[config.mk]
export PLATFORM = sky130hd
export DESIGN_NAME = sfrs_host
export DESIGN_NICKNAME = d
export VERILOG_FILES = /design/src/verilog/sfrs_pkg.sv /design/src/verilog/sfrs_sync.sv /design/src/verilog/sfrs_host.sv
export SDC_FILE = /design/constraint.sdc
export NUM_CORES = 1
export LEC_CHECK = 0
export BUFFER_PORTS_ARGS = -buffer_cell sky130_fd_sc_hd__buf_4
export CAP_MARGIN = 20
export CELL_PAD_IN_SITES_DETAIL_PLACEMENT = 0
export CELL_PAD_IN_SITES_GLOBAL_PLACEMENT = 1
export CORE_UTILIZATION = 25
export DETAILED_ROUTE_END_ITERATION = 10
export PLACE_DENSITY = 0.49
export RECOVER_POWER = 25
export SLEW_MARGIN = 20
export SYNTH_ARGS = -nofsm -noshare
export SYNTH_HDL_FRONTEND = slang
export SYNTH_HIERARCHICAL = 1
export SYNTH_SLANG_ARGS = --single-unit
[constraint.sdc]
create_clock -name mclk -period 4.1 [get_ports mclk]
set_input_delay 1.025 -clock mclk [delete_from_list [all_inputs] [get_ports mclk]]
set_output_delay 1.025 -clock mclk [all_outputs]
set_load 0.05 [all_outputs]
[src/verilog/sfrs_pkg.sv]
/*
 * Constants for the supply fault reset sequencer host controller.
 * Assumes a 40 MHz mclk and an Avalon-MM slave at 32-bit data.
 */
// Contract
// - The controller enters hold mode by driving the hold pin low.
// - Hold mode ends only when the hold pin stays high for at least 3 us while no fault is seen.
// - A 10k pull-down is fitted from the hold pin to ground.
// - The controller never drives manual_reset_in high; it only pulls low or lets go.
package sfrs_pkg;
	// Clock and hold release timing
	localparam int unsigned CLK_HZ = 40_000_000;
	localparam int unsigned HOLD_REL_NS = 3000;
	localparam int unsigned HOLD_REL_CYC =
		(HOLD_REL_NS * (CLK_HZ / 1_000_000) + 999) / 1000;

	// Register byte offsets
	localparam logic [3:0] OFS_CTRL = 4'h0;
	localparam logic [3:0] OFS_STAT = 4'h4;
	localparam logic [3:0] OFS_PULSE = 4'h8;
	localparam logic [3:0] OFS_LAT = 4'hC;

	// Control bits
	localparam int CTRL_HOLD = 0;
	localparam int CTRL_MRST = 1;
	localparam int CTRL_REL = 2;

	// Status bits
	localparam int STAT_RST = 0;
	localparam int STAT_BUSY = 1;
	localparam int STAT_EDGE = 2;
	localparam int STAT_DONE = 3;

	localparam logic [15:0] PULSE_RST = 16'(HOLD_REL_CYC);
	localparam logic [31:0] LAT_MAX = 32'hFFFFFFFF;

	typedef enum logic [1:0] {
		SFRS_IDLE,
		SFRS_PULSE,
		SFRS_WAIT
	} sfrs_state_t;
endpackage

[src/verilog/sfrs_sync.sv]
/*
 * Three-stage synchroniser with agreement filter for one pin input.
 * Assumes the pin is asynchronous to mclk; ce freezes all state.
 */
`timescale 1ns/1ps
`default_nettype none
module sfrs_sync
#(
	parameter logic RST_VAL = 1'b0
)
(
	input wire logic mclk,
	input wire logic resetn,
	input wire logic ce,
	input wire logic pin_in,
	output logic level
);
	logic s1_ff, s2_ff, s3_ff, lvl_ff;
	logic nxt_lvl;

	// Stage one feeds only stage two, so no logic sees a metastable bit
	always_comb
	begin
		nxt_lvl = lvl_ff;
		if (s2_ff == s3_ff)
			nxt_lvl = s2_ff;
	end

	always_ff @(posedge mclk or negedge resetn)
	begin
		if (!resetn)
		begin
			s1_ff <= RST_VAL;
			s2_ff <= RST_VAL;
			s3_ff <= RST_VAL;
			lvl_ff <= RST_VAL;
		end
		else if (ce)
		begin
			s1_ff <= pin_in;
			s2_ff <= s1_ff;
			s3_ff <= s2_ff;
			lvl_ff <= nxt_lvl;
		end
	end

	assign level = lvl_ff;
endmodule
`default_nettype wire

[src/verilog/sfrs_host.sv]
/*
 * Host controller for a supply supervisor: drives the hold pin and the
 * manual reset pin, watches the supervisor reset, and reports over
 * Avalon-MM. Assumes a pull-down on the hold pin and a supervisor reset
 * output whose polarity is set by RST_ACT_HIGH.
 */
`timescale 1ns/1ps
`default_nettype none
module sfrs_host
#(
	parameter logic RST_ACT_HIGH = 1'b0,
	parameter int unsigned REL_MIN = sfrs_pkg::HOLD_REL_CYC
)
(
	input wire logic mclk,
	input wire logic resetn,
	input wire logic ce,
	input wire logic [3:0] avs_address,
	input wire logic avs_read,
	input wire logic avs_write,
	input wire logic [31:0] avs_writedata,
	output logic [31:0] avs_readdata,
	output logic avs_waitrequest,
	input wire logic sup_reset_in,
	input wire logic hold_pin_in,
	output logic hold_pin_out,
	output logic hold_pin_oe,
	output logic manual_reset_out,
	output logic manual_reset_oe
);
	localparam logic [15:0] REL_MIN16 = 16'(REL_MIN);

	logic rst_lvl, hold_lvl, rst_act, rst_act_d_ff;
	logic hold_arm_ff, nxt_hold_arm;
	logic mrst_ff, nxt_mrst;
	logic [15:0] pulse_len_ff, nxt_pulse_len;
	logic [15:0] cnt_ff, nxt_cnt;
	logic [31:0] lat_ff, nxt_lat;
	logic edge_ff, nxt_edge;
	logic done_ff, nxt_done;
	logic ack_ff, nxt_ack;
	logic [31:0] rdata_ff, nxt_rdata;
	logic oe_ff;
	sfrs_pkg::sfrs_state_t st_ff, nxt_st;
	logic wr_go, rd_go, rel_req;

	// Supervisor reset and hold pin, both foreign to mclk
	sfrs_sync #(.RST_VAL(1'b0)) u_rst_sync
	(
		.mclk(mclk),
		.resetn(resetn),
		.ce(ce),
		.pin_in(sup_reset_in),
		.level(rst_lvl)
	);

	sfrs_sync #(.RST_VAL(1'b0)) u_hold_sync
	(
		.mclk(mclk),
		.resetn(resetn),
		.ce(ce),
		.pin_in(hold_pin_in),
		.level(hold_lvl)
	);

	// Polarity normalised once, so the rest sees active-high reset
	assign rst_act = RST_ACT_HIGH ? rst_lvl : ~rst_lvl;

	// Register address decode shared by read and write paths
	function automatic logic is_ofs(input logic [3:0] a,
		input logic [3:0] o);
		is_ofs = (a == o);
	endfunction

	// Single-cycle wait while ce is high, then the access completes
	assign wr_go = ce & avs_write & ~ack_ff;
	assign rd_go = ce & avs_read & ~ack_ff;
	assign avs_waitrequest = (avs_read | avs_write) & ~ack_ff;
	assign rel_req = wr_go & is_ofs(avs_address, sfrs_pkg::OFS_CTRL)
		& avs_writedata[sfrs_pkg::CTRL_REL];

	// Control registers and the release sequence
	always_comb
	begin
		nxt_hold_arm = hold_arm_ff;
		nxt_mrst = mrst_ff;
		nxt_pulse_len = pulse_len_ff;
		nxt_cnt = cnt_ff;
		nxt_lat = lat_ff;
		nxt_st = st_ff;
		nxt_edge = edge_ff;
		nxt_done = done_ff;
		nxt_ack = wr_go | rd_go;
		if (wr_go && is_ofs(avs_address, sfrs_pkg::OFS_CTRL))
		begin
			nxt_hold_arm = avs_writedata[sfrs_pkg::CTRL_HOLD];
			nxt_mrst = avs_writedata[sfrs_pkg::CTRL_MRST];
		end
		// Short pulses would not end hold mode, so clamp up
		if (wr_go && is_ofs(avs_address, sfrs_pkg::OFS_PULSE))
		begin
			if (avs_writedata[15:0] < REL_MIN16)
				nxt_pulse_len = REL_MIN16;
			else
				nxt_pulse_len = avs_writedata[15:0];
		end
		// Sticky flags: write one clears, a new event wins
		if (wr_go && is_ofs(avs_address, sfrs_pkg::OFS_STAT))
		begin
			if (avs_writedata[sfrs_pkg::STAT_EDGE])
				nxt_edge = 1'b0;
			if (avs_writedata[sfrs_pkg::STAT_DONE])
				nxt_done = 1'b0;
		end
		if (rst_act != rst_act_d_ff)
			nxt_edge = 1'b1;
		case (st_ff)
			sfrs_pkg::SFRS_IDLE:
			begin
				if (rel_req)
				begin
					nxt_st = sfrs_pkg::SFRS_PULSE;
					nxt_cnt = '0;
					nxt_lat = '0;
					nxt_hold_arm = 1'b0;
				end
			end
			// Hold pin high long enough to leave hold mode
			sfrs_pkg::SFRS_PULSE:
			begin
				nxt_hold_arm = 1'b0;
				if (cnt_ff + 16'h0001 >= pulse_len_ff)
				begin
					nxt_st = sfrs_pkg::SFRS_WAIT;
					if (rst_act)
						nxt_lat = 32'(cnt_ff) + 32'h00000001;
				end
				else
					nxt_cnt = cnt_ff + 16'h0001;
				// Release seen inside the pulse: a later drop overwrites an earlier one
				if (~rst_act && rst_act_d_ff)
					nxt_lat = 32'(cnt_ff);
			end
			// Time from the hold rising edge to reset release
			sfrs_pkg::SFRS_WAIT:
			begin
				if (~rst_act)
				begin
					nxt_st = sfrs_pkg::SFRS_IDLE;
					nxt_done = 1'b1;
				end
				else if (lat_ff != sfrs_pkg::LAT_MAX)
					nxt_lat = lat_ff + 32'h00000001;
				// Software may abort by re-arming hold
				if (nxt_hold_arm)
					nxt_st = sfrs_pkg::SFRS_IDLE;
			end
			default:
				nxt_st = sfrs_pkg::SFRS_IDLE;
		endcase
	end

	// Read data registered so the answer is a flip-flop
	always_comb
	begin
		nxt_rdata = rdata_ff;
		if (rd_go)
		begin
			nxt_rdata = '0;
			if (is_ofs(avs_address, sfrs_pkg::OFS_CTRL))
			begin
				nxt_rdata[sfrs_pkg::CTRL_HOLD] = hold_arm_ff;
				nxt_rdata[sfrs_pkg::CTRL_MRST] = mrst_ff;
			end
			else if (is_ofs(avs_address, sfrs_pkg::OFS_STAT))
			begin
				nxt_rdata[sfrs_pkg::STAT_RST] = rst_act;
				nxt_rdata[sfrs_pkg::STAT_BUSY] =
					(st_ff != sfrs_pkg::SFRS_IDLE);
				nxt_rdata[sfrs_pkg::STAT_EDGE] = edge_ff;
				nxt_rdata[sfrs_pkg::STAT_DONE] = done_ff;
			end
			else if (is_ofs(avs_address, sfrs_pkg::OFS_PULSE))
				nxt_rdata[15:0] = pulse_len_ff;
			else if (is_ofs(avs_address, sfrs_pkg::OFS_LAT))
				nxt_rdata = lat_ff;
		end
	end

	always_ff @(posedge mclk or negedge resetn)
	begin
		if (!resetn)
		begin
			hold_arm_ff <= 1'b0;
			mrst_ff <= 1'b0;
			pulse_len_ff <= sfrs_pkg::PULSE_RST;
			cnt_ff <= '0;
			lat_ff <= '0;
			st_ff <= sfrs_pkg::SFRS_IDLE;
			edge_ff <= 1'b0;
			done_ff <= 1'b0;
			ack_ff <= 1'b0;
			rdata_ff <= '0;
			rst_act_d_ff <= ~RST_ACT_HIGH; // Idle reading, no false edge
			oe_ff <= 1'b0;
		end
		else if (ce)
		begin
			hold_arm_ff <= nxt_hold_arm;
			mrst_ff <= nxt_mrst;
			pulse_len_ff <= nxt_pulse_len;
			cnt_ff <= nxt_cnt;
			lat_ff <= nxt_lat;
			st_ff <= nxt_st;
			edge_ff <= nxt_edge;
			done_ff <= nxt_done;
			ack_ff <= nxt_ack;
			rdata_ff <= nxt_rdata;
			rst_act_d_ff <= rst_act;
			oe_ff <= 1'b1;
		end
	end

	assign avs_readdata = rdata_ff;

	// Hold pin: low while armed, high otherwise; driven once out of reset
	assign hold_pin_out = ~hold_arm_ff;
	assign hold_pin_oe = oe_ff; // pull-down holds it low until then

	// Manual reset is open-drain: only ever pulls low
	assign manual_reset_out = 1'b0;
	assign manual_reset_oe = mrst_ff;

	// Helper: length of the current high stretch on the hold pin;
	// saturates at 16'hFFFF; a_rel_len adds one in 16 bits, so a long idle high wraps to zero there and fails
	logic [15:0] hi_run_ff, nxt_hi_run;
	always_comb
	begin
		nxt_hi_run = '0;
		if (hold_pin_out)
		begin
			if (hi_run_ff == 16'hFFFF)
				nxt_hi_run = hi_run_ff;
			else
				nxt_hi_run = hi_run_ff + 16'h0001;
		end
	end

	always_ff @(posedge mclk or negedge resetn)
	begin
		if (!resetn)
			hi_run_ff <= '0;
		else if (ce)
			hi_run_ff <= nxt_hi_run;
	end

	property p_hold_low_armed;
		@(posedge mclk) disable iff (!resetn)
		hold_arm_ff |-> (hold_pin_oe && !hold_pin_out);
	endproperty
	a_hold_low_armed: assert property (p_hold_low_armed)
		else $error("hold pin not low while armed");

	property p_rel_len;
		@(posedge mclk) disable iff (!resetn)
		(ce && st_ff == sfrs_pkg::SFRS_PULSE
			&& nxt_st == sfrs_pkg::SFRS_WAIT)
			|-> (hi_run_ff + 16'h0001 >= REL_MIN16);
	endproperty
	a_rel_len: assert property (p_rel_len)
		else $error("release pulse shorter than minimum");

	property p_pulse_high;
		@(posedge mclk) disable iff (!resetn)
		(st_ff == sfrs_pkg::SFRS_PULSE) |-> hold_pin_out;
	endproperty
	a_pulse_high: assert property (p_pulse_high)
		else $error("hold pin dropped during release");

	property p_min_clamp;
		@(posedge mclk) disable iff (!resetn)
		pulse_len_ff >= REL_MIN16;
	endproperty
	a_min_clamp: assert property (p_min_clamp)
		else $error("pulse length below minimum");

	property p_mr_never_high;
		@(posedge mclk) disable iff (!resetn)
		manual_reset_oe |-> !manual_reset_out;
	endproperty
	a_mr_never_high: assert property (p_mr_never_high)
		else $error("manual reset driven high");

	property p_rel_starts;
		@(posedge mclk) disable iff (!resetn)
		(rel_req && st_ff == sfrs_pkg::SFRS_IDLE)
			|=> (st_ff == sfrs_pkg::SFRS_PULSE) ##1 hold_pin_out;
	endproperty
	a_rel_starts: assert property (p_rel_starts)
		else $error("release request not started");

	property p_wait_ack;
		@(posedge mclk) disable iff (!resetn)
		(ce && (avs_read || avs_write) && avs_waitrequest)
			|=> !avs_waitrequest;
	endproperty
	a_wait_ack: assert property (p_wait_ack)
		else $error("access not answered in one cycle");

	c_release: cover property (@(posedge mclk) disable iff (!resetn)
		st_ff == sfrs_pkg::SFRS_WAIT ##1 st_ff == sfrs_pkg::SFRS_IDLE);
	c_mrst: cover property (@(posedge mclk) disable iff (!resetn)
		manual_reset_oe ##[1:20] rst_act);
	c_arm: cover property (@(posedge mclk) disable iff (!resetn)
		$rose(hold_arm_ff));
	c_hold_seen: cover property (@(posedge mclk) disable iff (!resetn)
		$fell(hold_lvl));
endmodule
`default_nettype wire

==> impl_metrics.yaml <==
run_status:
  status: "finished, violations left"
  failed_checks: "max-capacitance violations, max-slew violations"
power_and_ir_drop:
  powerDensity_nw_per_um2: 501
  peakVddDrop_v: 0.000187
  p_leak_nw: 3.46
global_routing:
  grt_max_degree: 66
  grt_pass1_vias: 5412
  grt.overflow.total: 0
  grt_pass1_wl_mm: 30.5
  antenna_found_initial: 1
  track_usage_pct: 15.0
synth:
  yosys.area.top_type: "dfrtp_1"
  synthCells: 698
  synth.top_cells.by_area: "dfrtp_1, ha_1, nand2_1"
  synth_seq_area_share_pct: 42.6
  avgSynthCellArea_um2: 9.19
  syn_nets: 765
  synth_top_cell_area_share_pct: 40.6
  synth.cell_area_um2: 6410
  synthFlopType: "dfrtp_1"
  synth-seq-cells: 109
  synth_warnings: 6
  synth.top_cells.by_count: "dfrtp_1, nand2_1, o21ai_0, nor2_1, o31ai_1"
  ys_types: 64
  async_flop_share_pct: 100
  yosysMostFrequentCell: "dfrtp_1"
  synth_edf_count: 0
worst_setup_path:
  path_common_cell: "nand3_1"
  reg2reg_slack_ns: 0.36
  worstSetupEndpointType: "flop"
  crit_path_end: "lat_ff[1]"
  worstSetupPathType: "reg -> reg"
  crit_required_ns: 4.34
  critPathBufInv: 1
  path_depth: 13
  r2r_cells: 13
  path_max_fanout: 7
  crit_family: "simple AND/OR/NAND/NOR gates"
  cp-start-kind: "flop"
  crit_slowest_cell: "dfrtp_1"
  worstReg2RegStart: "cnt_ff[2]"
  path_cells: "nand3_1 > nor4_1 > buf_4 > nand3_1 > or2_2 > nand2_1 > ha_1 > nand4_1 > o21ai_0 > a211o_1 > a211oi_4 > or2_4 > mux2_1"
  startpoint: "cnt_ff[2]"
  critPathArrivalTime_ns: 3.98
  r2r-end: "lat_ff[1]"
  critPathMaxStageDelay_ns: 0.47
floorplan:
  die_w_um: 162
  ios: 80
  row_count: 58
  start_util_pct: 25.5
  dieArea_um2: 26300
  die_h_um: 162
  coreArea_um2: 25200
timing:
  relSlewSlack_pct: -16.7
  period_share_pct: 91.1
  period_needed_ns: 3.74
  fmax_mhz: 268
  grt_setup_unrepaired: "no"
  maxSlewViolCount: 66
  worstMarginPinSlew_ns: 1.75
  fin_setup_tns_ns: 0
  final_hold_viol_count: 0
  finalSetupViolations: 0
  skew_ns: 0.00866
routing:
  ant_nets: 0
  route.detailed.drc: 0
  via_per_inst: 4.99
  drt_iter0_markers: 405
  drt_pass1_iterations: 5
  wl_per_cell_um: 17.4
  totalWireLength_mm: 18.9
  vias: 5431
final_layout:
  area_delta_synth_final_pct: 18.0
  layout-drive-gt1-share_pct: 18.2
  multi_input_area_um2: 3380
  fin_area_um2: 7570
  fillers: 2628
  seq_area_um2: 2730
  fin_nets: 819
worst_hold_path:
  hp-class: "reg -> reg"
  hold_depth: 1
cts:
  h-tree-depth: 3
  clk_pin_slew_ns: 0.08
  post_cts_buffers: 0
  clock-sinks: 109
  cts_max_path_buffers: 2
  cts_buffers: 9
  postCtsHoldBufs: 0
  cts_resized: 0
  cts_tree: "yes"
  cts_root_buf: "clkbuf_16"
  insertion_delay_ns: 0.36
placement:
  placed_area_um2: 7280
  portBuffers: 61
  place_congestion: 0.770
  dp_hpwl_mm: 14.1
flow_run:
  maxCapViolations: 1
## logic make-up after synthesis
family | count (synthesis) | share of synthesized area (%)
simple gates | 252 | 19.9
mux | 24 | 4.27
buf+inv | 73 | 5.01
compound gates | 198 | 21.2
xor+xnor | 17 | 2.32
fa+ha+maj | 24 | 4.68
flops | 109 | 42.6
other cells | 1 | 0.0585
## per-layer routing
metal / wire (µm) / global-route usage [%]
met3: 611 / 2.63
met4: 244 / 4.29
met1: 9100 / 20.6
met5: 0 / 0
met2: 8950 / 24.2
## metrics by stage
stage / power [mW] / setup slack (ns) / hold WS (ns) / util [%] / cells
2_1_floorplan: 2.41 / 0.651 / 0.464 / - / 698
3_3_place_gp: 2.90 / 0.421 / 0.455 / 28.9 / 1071
3_5_place_dp: 2.92 / 0.389 / 0.451 / 28.9 / 1071
4_1_cts: 3.84 / 0.349 / 0.484 / 30.1 / 1087
5_1_grt: 4.07 / 0.0960 / 0.515 / 30.1 / 1087
6_report: 3.79 / 0.364 / 0.480 / 30.1 / 1088
## where the power goes
| group | total, mW | internal (mW) | leakage [nW] | switching, mW |
|---|---|---|---|---|
| clock | 0.902 | 0.444 | 0.147 | 0.458 |
| sequential | 1.48 | 1.26 | 1.42 | 0.229 |
| combinational | 1.40 | 0.522 | 1.89 | 0.882 |
## state kept, by name, indices dropped and copies added, names as in the netlist, 2 cells and up
name	cells
avs_readdata	32
st_ff	2
cnt_ff	16
pulse_len_ff	16
lat_ff	32
## worst min path at each step
| stage | start | endpoint |
|---|---|---|
| after CTS | hold_pin_oe | hold_pin_oe |
| after global routing | done_ff | done_ff |
| after detailed placement | hold_pin_oe | hold_pin_oe |
| final | hold_pin_oe | hold_pin_oe |
| after global placement | hold_pin_oe | hold_pin_oe |
| after floorplan | edge_ff | edge_ff |
## worst register-to-register path: cells and delay by family, from the launching register on
kind,cells,cell delay (ns)
multiplexers,1,0.33
AO/OA/AOI/OAI,3,0.87
flip-flops,1,0.47
AND/OR/NAND/NOR,7,1.51
adder cells (fa/ha/maj),1,0.25
buffers and inverters,1,0.19
## placed cells by master, fill, tap and decap left out, drive strengths merged, types with 14 or more instances in the layout
cell	count
dfrtp	104
buf	83
nand2	76
o21ai	57
nor2	42
o31ai	36
inv	34
nand3	30
a21oi	30
ha	24
a22o	21
nand2b	15
mux2i	15
nor3	15
nand4	14
## cell type report
type	instances	share of cell area, %
Clock buffer	10	3.16
Clock inverter	6	0.711
Timing Repair Buffer	86	8.44
Tap cell	330	5.45
Sequential cell	109	36.1
Antenna cell	1	0.0331
Multi-Input combinational cell	516	44.6
Inverter	30	1.49
(Power assumes the default switching activity.)
